`config.mk`:
```
export PLATFORM = sky130hd
export DESIGN_NAME = link_mon
export DESIGN_NICKNAME = d
export VERILOG_FILES = /design/src/link_mon_pkg.sv /design/src/link_mon.sv
export SDC_FILE = /design/constraint.sdc
export NUM_CORES = 2
export LEC_CHECK = 0
export CAP_MARGIN = 30
export CORE_MARGIN = 4
export CORE_UTILIZATION = 35
export CTS_CLUSTER_SIZE = 25
export DETAILED_ROUTE_END_ITERATION = 7
export DONT_BUFFER_PORTS = 1
export HOLD_SLACK_MARGIN = 0.15
export PLACE_DENSITY_LB_ADDON = 0.08
export SYNTH_ARGS = -nofsm -noshare
export SYNTH_HDL_FRONTEND = slang
export SYNTH_SLANG_ARGS = --single-unit
```
`constraint.sdc`:
```
create_clock -name I_CLK -period 19.2 [get_ports I_CLK]
set_clock_uncertainty 0.1 [all_clocks]
set_input_delay 1.92 -clock I_CLK [delete_from_list [all_inputs] [get_ports I_CLK]]
set_output_delay 1.92 -clock I_CLK [all_outputs]
set_load 0.1 [all_outputs]
```
`src/link_mon_pkg.sv`:
```
// ----------------------------------------------------------------------------
// link monitor package
// ----------------------------------------------------------------------------
// register indices, field positions, reset values and timing counts for the
// serial link error and status monitor; the byte address of a register is
// four times its index on the register bus
package link_mon_pkg;
   // register indices
   localparam logic [11:0] IDX_ERR_COUNT = 12'h46B;
   localparam logic [11:0] IDX_ERR_DISP = 12'h46D;
   localparam logic [11:0] IDX_ERR_NIT = 12'h46E;
   localparam logic [11:0] IDX_ERR_UCC = 12'h46F;
   localparam logic [11:0] IDX_CGS_FLAGS = 12'h470;
   localparam logic [11:0] IDX_FSYNC_FLAGS = 12'h471;
   localparam logic [11:0] IDX_CHKSUM_FLAGS = 12'h472;
   localparam logic [11:0] IDX_ALIGN_FLAGS = 12'h473;
   localparam logic [11:0] IDX_LINK_CTRL = 12'h477;
   localparam logic [11:0] IDX_IRQ_EN_STAT = 12'h47A;
   localparam logic [11:0] IDX_SYNC_MASK = 12'h47B;
   localparam logic [11:0] IDX_THRESHOLD = 12'h47C;
   localparam logic [11:0] IDX_CHKSUM_MODE = 12'h300;
   localparam logic [11:0] IDX_LOCAL_CFG = 12'h450;
   localparam int CFG_BYTES = 14;
   localparam int PACKED_BYTES = 13;
   // field positions
   localparam int BIT_LANE_IRQ_CLEAR = 7;
   localparam int BIT_LANE_COUNT_DISABLE = 6;
   localparam int BIT_LANE_COUNT_CLEAR = 5;
   localparam int BIT_FLAG_IRQ_CLEAR = 7;
   localparam int BIT_THRESHOLD_MASK_EN = 3;
   localparam int BIT_CHKSUM_MODE = 6;
   localparam int BIT_MISMATCH_EN = 3;
   localparam int BIT_MISMATCH_STAT = 4;
   localparam int BIT_ERR_IRQ_LSB = 5;
   localparam int BIT_CNT_LANE_LSB = 4;
   // error types; the mask and irq bit of type t is bit 7 - t
   localparam int ERR_DISP = 0;
   localparam int ERR_NIT = 1;
   localparam int ERR_UCC = 2;
   localparam int ERR_TYPES = 3;
   // reset values
   localparam logic [7:0] RST_THRESHOLD = 8'hFF;
   localparam logic [7:0] RST_SYNC_MASK = 8'h08;
   localparam logic [7:0] RST_LINK_CTRL = 8'h00;
   localparam logic [7:0] RST_IRQ_EN = 8'h00;
   localparam logic [7:0] RST_CHKSUM_MODE = 8'h00;
   // timing: sync request length and disparity reinit count
   localparam int SYNC_FRAMES = 5;
   localparam int SYNC_EXTRA_OCTETS = 9;
   localparam logic [2:0] DISP_REINIT_COUNT = 3'h4;
endpackage

```
`src/link_mon.sv`:
```
// ----------------------------------------------------------------------------
// serial link error and status monitor, receiver side
// ----------------------------------------------------------------------------
// assumes one clock cycle per received octet on every lane, error inputs as
// one-cycle pulses, and an apb master on the register side
module link_mon #(
   parameter int LANES = 4,
   parameter int OCTETS_PER_FRAME = 2
) (
   input wire logic I_CLK, // 25 MHz clock
   input wire logic I_SYS_RST, // synchronous reset, high
   input wire logic I_PSEL, // apb select
   input wire logic I_PENABLE, // apb enable
   input wire logic I_PWRITE, // apb direction
   input wire logic [13:0] I_PADDR, // apb byte address
   input wire logic [31:0] I_PWDATA, // apb write data
   output logic [31:0] O_PRDATA, // apb read data
   output logic O_PREADY, // apb ready
   output logic O_PSLVERR, // apb error, unmapped address
   input wire logic [LANES-1:0] I_DISP_ERR, // bad disparity pulse per lane
   input wire logic [LANES-1:0] I_NIT_ERR, // not-in-table pulse per lane
   input wire logic [LANES-1:0] I_UCC_ERR, // unexpected control pulse per lane
   input wire logic [LANES-1:0] I_CGS_DONE, // code group sync reached
   input wire logic [LANES-1:0] I_FRAME_SYNC_DONE, // frame sync reached
   input wire logic [LANES-1:0] I_ALIGN_DONE, // lane alignment passed
   input wire logic [LANES*8-1:0] I_RX_CHECKSUM, // received checksum per lane
   input wire logic [LANES*5-1:0] I_RX_LANE_ID, // received lane id per lane
   input wire logic [link_mon_pkg::CFG_BYTES*8-1:0] I_RX_CFG, // received link settings
   output logic O_SYNC_REQ_N, // sync request output, low requests
   output logic O_IRQ // combined interrupt, high
);
   localparam int SYNC_LEN = link_mon_pkg::SYNC_FRAMES * OCTETS_PER_FRAME
      + link_mon_pkg::SYNC_EXTRA_OCTETS;

   // lane select is three bits and bit 7 of each flag register is a clear
   if (LANES < 1 || LANES > 7 || OCTETS_PER_FRAME < 1 || SYNC_LEN > 65535)
   begin : g_bad_param
      $error("link_mon: unsupported LANES or OCTETS_PER_FRAME");
   end

   typedef struct packed {
      logic [LANES-1:0][link_mon_pkg::ERR_TYPES-1:0][7:0] cnt;
      logic [LANES-1:0][link_mon_pkg::ERR_TYPES-1:0] cnt_dis;
      logic [LANES-1:0][link_mon_pkg::ERR_TYPES-1:0] over_irq;
      logic [LANES-1:0][2:0] disp_seen;
      logic [3:0][LANES-1:0] flags;
      logic [3:0] fail_irq;
      logic mismatch;
      logic [7:0] err_sel;
      logic [7:0] thresh;
      logic [7:0] sync_mask;
      logic [7:0] link_ctrl;
      logic [7:0] irq_en;
      logic [7:0] chk_mode;
      logic [link_mon_pkg::CFG_BYTES-1:0][7:0] local_cfg;
      logic [15:0] sync_cnt;
      logic sync_n;
      logic irq;
      logic pready;
      logic pslverr;
      logic [31:0] prdata;
   } state_t;

   state_t s;
   state_t next_s;
   logic [link_mon_pkg::CFG_BYTES-1:0][7:0] rx_cfg;
   logic [LANES-1:0][link_mon_pkg::ERR_TYPES-1:0] err_in;
   logic [LANES-1:0][7:0] calc_chk;
   logic [LANES-1:0] chk_match;
   logic disp_trig;
   logic thr_trig;
   logic reinit;
   logic [2:0] type_stat;

   assign rx_cfg = I_RX_CFG;

   // ----------------------------------------------------------------------------
   // checksum per lane
   // ----------------------------------------------------------------------------
   function automatic logic [7:0] chk_calc(
      input logic [link_mon_pkg::CFG_BYTES-1:0][7:0] c,
      input logic [4:0] lid,
      input logic packed_mode
   );
      logic [7:0] sum;
      sum = {3'h0, lid};
      if (packed_mode)
      begin
         for (int i = 0; i < link_mon_pkg::PACKED_BYTES; i++)
            sum = sum + c[i];
      end
      else
      begin
         // did, bid, scr, l, f, k, m, n, subclass, np, version, s, hd
         sum = sum + c[0] + {4'h0, c[1][3:0]} + {7'h00, c[3][7]}
            + {3'h0, c[3][4:0]} + c[4] + {3'h0, c[5][4:0]} + c[6]
            + {3'h0, c[7][4:0]} + {5'h00, c[8][7:5]} + {3'h0, c[8][4:0]}
            + {5'h00, c[9][7:5]} + {3'h0, c[9][4:0]} + {7'h00, c[10][7]};
      end
      return sum;
   endfunction

   for (genvar l = 0; l < LANES; l++)
   begin : g_lane
      assign err_in[l] = {I_UCC_ERR[l], I_NIT_ERR[l], I_DISP_ERR[l]};
      // mode bit picks field or packed sum
      assign calc_chk[l] = chk_calc(rx_cfg, I_RX_LANE_ID[l*5 +: 5],
         s.chk_mode[link_mon_pkg::BIT_CHKSUM_MODE]);
      assign chk_match[l] = calc_chk[l] == I_RX_CHECKSUM[l*8 +: 8];
   end

   // ----------------------------------------------------------------------------
   // next state
   // ----------------------------------------------------------------------------
   always_comb
   begin
      logic req;
      logic acc;
      logic hit;
      logic [11:0] idx;
      logic [7:0] wd;
      logic [2:0] wl;
      logic [31:0] rd;
      logic wrap;
      logic [7:0] inc;
      logic [3:0][LANES-1:0] cur;
      logic [3:0] fail_ev;
      logic [3:0] flag_clr;
      req = I_PSEL && I_PENABLE;
      acc = req && s.pready;
      idx = I_PADDR[13:2];
      wd = I_PWDATA[7:0];
      wl = I_PWDATA[2:0];
      rd = 32'h0000_0000;
      hit = I_PADDR[1:0] == 2'h0;
      disp_trig = 1'b0;
      thr_trig = 1'b0;
      wrap = 1'b0;
      inc = 8'h00;
      next_s = s;

      // ---------------------------------------------------------------------
      // lane error counters
      // ---------------------------------------------------------------------
      for (int l = 0; l < LANES; l++)
      begin
         // fourth bad disparity character since last reinit
         if (I_DISP_ERR[l])
         begin
            if (s.disp_seen[l] == link_mon_pkg::DISP_REINIT_COUNT - 3'h1)
               disp_trig = 1'b1;
            next_s.disp_seen[l] = s.disp_seen[l] + 3'h1;
         end
         for (int t = 0; t < link_mon_pkg::ERR_TYPES; t++)
         begin
            // unmasked types count on past threshold and wrap
            wrap = s.link_ctrl[link_mon_pkg::BIT_THRESHOLD_MASK_EN] && s.sync_mask[7-t];
            inc = s.cnt[l][t] + 8'h01;
            if (err_in[l][t] && !s.cnt_dis[l][t] && (wrap || s.cnt[l][t] < s.thresh))
            begin
               next_s.cnt[l][t] = inc;
               // one threshold for all types and lanes
               if (inc == s.thresh)
               begin
                  next_s.over_irq[l][t] = 1'b1;
                  if (wrap)
                     thr_trig = 1'b1;
               end
            end
         end
      end
      reinit = disp_trig || thr_trig;

      // ---------------------------------------------------------------------
      // link establishment flags and failure events
      // ---------------------------------------------------------------------
      // per-lane stage flags
      cur[0] = I_CGS_DONE;
      cur[1] = I_FRAME_SYNC_DONE;
      // good checksum once alignment data is in
      cur[2] = I_ALIGN_DONE & chk_match;
      cur[3] = I_ALIGN_DONE;
      next_s.flags = cur;
      // loss of a stage is a failure; checksum fails at alignment with mismatch
      fail_ev[0] = |(s.flags[0] & ~cur[0]);
      fail_ev[1] = |(s.flags[1] & ~cur[1]);
      fail_ev[2] = |(I_ALIGN_DONE & ~s.flags[3] & ~chk_match);
      fail_ev[3] = |(s.flags[3] & ~cur[3]);

      // ---------------------------------------------------------------------
      // register bus
      // ---------------------------------------------------------------------
      case (idx)
         link_mon_pkg::IDX_ERR_COUNT:
            if (s.err_sel[6:4] < 3'(LANES) && s.err_sel[1:0] < 2'h3)
               rd[7:0] = s.cnt[s.err_sel[6:4]][s.err_sel[1:0]];
         link_mon_pkg::IDX_ERR_DISP, link_mon_pkg::IDX_ERR_NIT, link_mon_pkg::IDX_ERR_UCC:
            // lane bit high while its count is at or over threshold
            for (int l = 0; l < LANES; l++)
               rd[l] = s.cnt[l][idx[1:0] - 2'h1] >= s.thresh;
         link_mon_pkg::IDX_CGS_FLAGS, link_mon_pkg::IDX_FSYNC_FLAGS,
         link_mon_pkg::IDX_CHKSUM_FLAGS, link_mon_pkg::IDX_ALIGN_FLAGS:
            rd[LANES-1:0] = s.flags[idx[1:0]];
         link_mon_pkg::IDX_LINK_CTRL: rd[7:0] = s.link_ctrl;
         link_mon_pkg::IDX_IRQ_EN_STAT:
            rd[7:0] = {s.irq_en[7:5] & type_stat, 1'b0, s.irq_en[3:0] & s.fail_irq};
         link_mon_pkg::IDX_SYNC_MASK:
            rd[7:0] = {s.sync_mask[7:5], s.mismatch, s.sync_mask[3], 3'h0};
         link_mon_pkg::IDX_THRESHOLD: rd[7:0] = s.thresh;
         link_mon_pkg::IDX_CHKSUM_MODE: rd[7:0] = s.chk_mode;
         default:
            if (idx >= link_mon_pkg::IDX_LOCAL_CFG
               && idx < link_mon_pkg::IDX_LOCAL_CFG + 12'(link_mon_pkg::CFG_BYTES))
               rd[7:0] = s.local_cfg[4'(idx - link_mon_pkg::IDX_LOCAL_CFG)];
            else
               hit = 1'b0;
      endcase

      flag_clr = 4'h0;
      if (acc && I_PWRITE && hit)
      begin
         case (idx)
            link_mon_pkg::IDX_ERR_COUNT: next_s.err_sel = wd;
            link_mon_pkg::IDX_ERR_DISP, link_mon_pkg::IDX_ERR_NIT, link_mon_pkg::IDX_ERR_UCC:
               // irq clear, count disable and count clear for one lane
               if (wl < 3'(LANES))
               begin
                  if (wd[link_mon_pkg::BIT_LANE_IRQ_CLEAR])
                     next_s.over_irq[wl][idx[1:0]-2'h1] = 1'b0;
                  next_s.cnt_dis[wl][idx[1:0]-2'h1] = wd[link_mon_pkg::BIT_LANE_COUNT_DISABLE];
                  if (wd[link_mon_pkg::BIT_LANE_COUNT_CLEAR])
                     next_s.cnt[wl][idx[1:0]-2'h1] = 8'h00;
               end
            link_mon_pkg::IDX_CGS_FLAGS, link_mon_pkg::IDX_FSYNC_FLAGS,
            link_mon_pkg::IDX_CHKSUM_FLAGS, link_mon_pkg::IDX_ALIGN_FLAGS:
               // bit seven clears that category's failure irq
               flag_clr[idx[1:0]] = wd[link_mon_pkg::BIT_FLAG_IRQ_CLEAR];
            link_mon_pkg::IDX_LINK_CTRL: next_s.link_ctrl = wd;
            // enables live in the same register as status
            link_mon_pkg::IDX_IRQ_EN_STAT: next_s.irq_en = {wd[7:5], 1'b0, wd[3:0]};
            link_mon_pkg::IDX_SYNC_MASK:
            begin
               // sync enables and mismatch irq enable
               next_s.sync_mask = {wd[7:5], 1'b0, wd[3], 3'h0};
               if (wd[link_mon_pkg::BIT_MISMATCH_STAT])
                  next_s.mismatch = 1'b0;
            end
            link_mon_pkg::IDX_THRESHOLD: next_s.thresh = wd;
            link_mon_pkg::IDX_CHKSUM_MODE: next_s.chk_mode = wd;
            default: next_s.local_cfg[4'(idx - link_mon_pkg::IDX_LOCAL_CFG)] = wd;
         endcase
      end

      // failure set wins over a clear in the same cycle
      next_s.fail_irq = (s.fail_irq & ~flag_clr) | fail_ev;
      // settings checked when alignment data arrives; set wins
      if (|(I_ALIGN_DONE & ~s.flags[3]) && s.local_cfg != rx_cfg)
         next_s.mismatch = 1'b1;
      // over-threshold events landing with a clear still win
      for (int l = 0; l < LANES; l++)
         for (int t = 0; t < link_mon_pkg::ERR_TYPES; t++)
            if (err_in[l][t] && !s.cnt_dis[l][t] && s.cnt[l][t] + 8'h01 == s.thresh
               && (s.cnt[l][t] < s.thresh
               || (s.link_ctrl[link_mon_pkg::BIT_THRESHOLD_MASK_EN] && s.sync_mask[7-t])))
               next_s.over_irq[l][t] = 1'b1;

      // ---------------------------------------------------------------------
      // reinitialisation and sync request
      // ---------------------------------------------------------------------
      if (reinit)
      begin
         // all counts cleared; irq state kept as is
         next_s.cnt = '0;
         next_s.disp_seen = '0;
      end
      // one fixed-length request, not restarted while running
      if (reinit && s.sync_cnt == 16'h0000)
         next_s.sync_cnt = 16'(SYNC_LEN);
      else if (s.sync_cnt != 16'h0000)
         next_s.sync_cnt = s.sync_cnt - 16'h0001;
      next_s.sync_n = next_s.sync_cnt == 16'h0000;

      // combined output from enabled sticky bits
      next_s.irq = |(s.irq_en[7:5] & type_stat) || |(s.irq_en[3:0] & s.fail_irq)
         || (s.mismatch && s.sync_mask[link_mon_pkg::BIT_MISMATCH_EN]);

      // one wait state: ready is raised a cycle into the access phase
      next_s.pready = req && !s.pready;
      if (req && !s.pready)
      begin
         next_s.prdata = rd;
         next_s.pslverr = !hit;
      end
      else if (!req)
         next_s.pslverr = 1'b0;
   end

   for (genvar t = 0; t < link_mon_pkg::ERR_TYPES; t++)
   begin : g_type
      logic [LANES-1:0] lanes_irq;
      for (genvar l = 0; l < LANES; l++)
      begin : g_l
         assign lanes_irq[l] = s.over_irq[l][t];
      end
      assign type_stat[2-t] = |lanes_irq;
   end

   always_ff @(posedge I_CLK)
   begin
      if (I_SYS_RST)
      begin
         s <= '0;
         s.thresh <= link_mon_pkg::RST_THRESHOLD;
         s.sync_mask <= link_mon_pkg::RST_SYNC_MASK;
         s.link_ctrl <= link_mon_pkg::RST_LINK_CTRL;
         s.irq_en <= link_mon_pkg::RST_IRQ_EN;
         s.chk_mode <= link_mon_pkg::RST_CHKSUM_MODE;
         s.sync_n <= 1'b1;
      end
      else
         s <= next_s;
   end

   assign O_PRDATA = s.prdata;
   assign O_PREADY = s.pready;
   assign O_PSLVERR = s.pslverr;
   assign O_SYNC_REQ_N = s.sync_n;
   assign O_IRQ = s.irq;

   // ----------------------------------------------------------------------------
   // checks
   // ----------------------------------------------------------------------------
   logic [15:0] low_run;
   always_ff @(posedge I_CLK)
   begin
      if (I_SYS_RST || s.sync_n)
         low_run <= 16'h0000;
      else
         low_run <= low_run + 16'h0001;
   end
endmodule // link_mon

```
==> flow_summary_export.csv <==
group,metric,value,unit
critical_path,crit_path_cell_trace,"ha_1 > fa_1 > a21oi_1 > nor2_1 > nor2_1 > xnor2_1 > inv_1 > fa_1 > fa_1 > fa_1 > fa_1 > inv_1 > ha_1 > a211oi_1 > o21bai_1 > a211oi_1 > o2111ai_1 > and4_1 > o31ai_1 > xnor2_1 > a41oi_1 > a311oi_1 > a31oi_1",
clock_tree,clock_tree_from_tritoncts,"built",
synth,ys.warnings.count,0,
pwr,netSwitchingPower,0.002834,W
finish,final_cell_count_no_fill,4783,
clock_tree,cts.reportedPaths.clkPinSlew,60,ps
global_route,gr-usage-all-layers,25.67,%
place,port_buffers,0,
die,die-height,313.7,um
critical_path,timing.critical_path.fanout_max,4,
synth,synth-edff-count,0,
place,preCtsSetupSlack,10740,ps
die,floorplan.rows,111,
synth,post_synth_instance_area,32700,sq um
synth,synth_top_area_share,20.39,%
die,core-area,92220,sq um
timing,fin_ws,11220,ps
timing,timing.final.crit_share,41.57,%
die,die_ar,98380,sq um
clock_tree,cts-root-to-sink-buffers,3,
global_route,antenna_found_initial,9,
routing,postRouteAntennaNets,0,
routing,number_of_design_rule_violations_left_after_detail_routing,0,
pwr,power_report.internal_total,0.003081,W
synth,post_synth_inst_count,3597,
status,run_status,"finished, final reports clean",
clock_tree,clk-insertion-delay-late,600,ps
timing,report.final.slew_viol_count,0,
routing,postRouteWirelength,129300,um
global_route,grt_pass1_vias,26140,
timing,finalSetupTns,0,ps
synth,synth.area.top_cells,"sky130_fd_sc_hd__dfxtp_1 20%, sky130_fd_sc_hd__fa_1 15%, sky130_fd_sc_hd__ha_1 11%",
clock_tree,post_cts_resize_count,0,
critical_path,setup_crit_end_kind,"flop",
critical_path,crit-reg2reg-launch,"s[200]$_SDFFE_PP1P_",
job,maxCapViolations,0,
critical_path,start_kind,"primary input",
critical_path,required_worst_endpoint,19550,ps
timing,timing.final.hold_violations,0,
critical_path,timing.critical_path.slowest_stage_cell,"sky130_fd_sc_hd__fa_1",
place,post-place-cells,4701,
clock_tree,cts.repair_timing.setup_buffer_count,0,
routing,detailedRoute.firstPassIterationCount,6,
timing,max_slew_margin,30.88,%
min_path,min_path_type,"reg -> reg",
synth,seq_area_frac_synth,20.39,%
die,boundaryPins,275,
die,die_w,313.7,um
routing,detailedRoute.firstIterationViolations,2177,
global_route,global_route.overflow_total,0,
synth,synth_cell_types,97,
clock_tree,clock_tree.htree_level_count,2,
critical_path,cp_slowest_stage_delay,560,ps
synth,ys_seq_elements,333,
pwr,overall_power_of_the_completed_layout,0.005915,W
clock_tree,ctsHoldBuffers,0,
finish,flow.area_growth_from_synthesis,7.966,%
critical_path,critical_path.startpoint,"I_RX_LANE_ID[5]",
place,placement.cell_area,33730,sq um
pwr,netSwitchingFraction,47.92,%
timing,fin_crit,7982,ps
timing,timing_worst_slew_pin_value,1037,ps
timing,fmaxAchievable,0.1253,GHz
pwr,power.density,167.5,nW/um^2
synth,leading_area_contributor_after_synthesis,"sky130_fd_sc_hd__dfxtp_1",
synth,asyncSetResetFlopFracSynth,0,%
pwr,vdd.ir_drop.worst,0.1338,mV
critical_path,path_class,"in -> reg",
global_route,grt_pass1_wl,185600,um
timing,final-setup-viol-count,0,
pwr,share_clk_of_total_power,15.1,%
pwr,power.share.combinational,72.0,%
finish,post-route-cell-area,35310,sq um
place,detailed_place_hpwl,101500,um
routing,post_drt_wl_per_cell,27.03,um
global_route,grt_start_max_net_pins,197,
routing,routed_via_density,5.471,
finish,finalNetCount,4264,
pwr,sequential_fraction_of_design_power,13.0,%
critical_path,critical-path-top-cell-by-count,"sky130_fd_sc_hd__fa_1",
place,place_congestion,0.9597,
finish,fillerInstances,9437,
synth,synthesis.area_per_instance,9.091,sq um
pwr,cellLeakagePower,14.30,nW
clock_tree,clock-sinks,333,
clock_tree,root_driver,"sky130_fd_sc_hd__clkbuf_16",
synth,yosys-top-cells-count,"343 x sky130_fd_sc_hd__nor2_1, 333 x sky130_fd_sc_hd__dfxtp_1, 303 x sky130_fd_sc_hd__xnor2_1",
synth,synth-main-ff-cell,"sky130_fd_sc_hd__dfxtp_1",
critical_path,critPathArrivalTime,8330,ps
clock_tree,cts-buffers-inserted,41,
synth,yosysMostFrequentCell,"sky130_fd_sc_hd__nor2_1",
timing,grt_setup_unrepaired,"false",
finish,layout-drive-gt1-share,7.305,%
die,initial_core_utilization,35.46,%
routing,route.vias.total,26170,
-- power groups by stage --
stage	Sequential [W]	Combinational, W	Clock, W
after detailed placement	0.000781	0.00422	0
final	0.000766	0.00426	0.000890
after floorplan	0.000759	0.00321	0
after CTS	0.000765	0.00426	0.000907
after global routing	0.000770	0.00478	0.000932
after global placement	0.000780	0.00416	0
-- final timing paths --
| check | slack, ps | to | depth (start not counted) |
|---|---|---|---|
| worst max-delay path | 11220 | s[215]$_SDFF_PP0_ | 23 |
| worst min-delay path | 360 | flop | 2 |
| worst max register to register | 13860 | s[347]$_SDFF_PP0_ | 13 |
| worst min register to register | 360 | flop | 2 |
-- critical path, delay by kind of cell --
| kind | cells | cell delay (ps) |
|---|---|---|
| buffers and inverters | 2 | 150 |
| AO/OA/AOI/OAI | 9 | 2140 |
| XOR/XNOR | 2 | 510 |
| AND/OR/NAND/NOR | 3 | 670 |
| adder cells (fa/ha/maj) | 7 | 2920 |
-- through the flow --
stage | utilization [%] | hold slack (ps)
after CTS | 38.26 | 354.9
final | 38.28 | 358.3
after global routing | 38.26 | 386.2
after global placement | 36.50 | 342.1
after floorplan | - | 331.1
after detailed placement | 36.58 | 347.0
-- per-layer routing --
| metal | global-route usage (%) | share of wire (%) | vias to the layer above |
|---|---|---|---|
| met5 | 0 | 0.010 | - |
| met4 | 8.825 | 3.8 | 2 |
| met3 | 6.882 | 8.2 | 202 |
| met2 | 41.78 | 46 | 911 |
| met1 | 32.97 | 42 | 12960 |
| li1 | - | - | 12090 |
-- layout make-up --
class                      count  area [sq um]  share of cell area (%)
antenna                        8         20.02                 0.05670
clock buffer                  61          1261                   3.572
clock inverter                13         290.3                  0.8222
inverter                     290          1089                   3.083
multi-input combinational   2800         24120                   68.32
sequential                   333          6674                   18.90
tap                         1243          1555                   4.405
timing repair buffer          35         294.0                  0.8328
-- cells by family after synthesis --
logic type	count (synthesis)	synth area share, %
and+or+nand+nor	1016	14.99
other	1	0.01147
adders and majority gates	525	25.73
buffers and inverters	487	6.137
muxes	197	8.414
xor gates and xnor gates	469	12.67
DFF	333	20.39
AOI/OAI and AO/OA	569	11.66
-- placed cells by master (no fill, tap or decap), drive strengths merged, types with 9 or more instances in the layout --
cell,n
conb,24
o21bai,9
mux2i,105
nor2b,58
mux4,59
a22oi,16
ha,278
a21o,35
a21oi,164
a31oi,14
clkbuf,61
or2,10
nor3,45
nand2,238
a211oi,25
dfxtp,333
inv,289
nor2,348
nand2b,21
nand3,128
and2,21
a211o,10
o2111ai,16
o211ai,22
o21a,29
xor2,163
buf,35
nor4,26
nand4,55
mux2,33
o21ai,116
o22ai,13
xnor2,304
and3,23
o31ai,9
fa,246
a22o,29
Power figures use the tool's default switching activity.
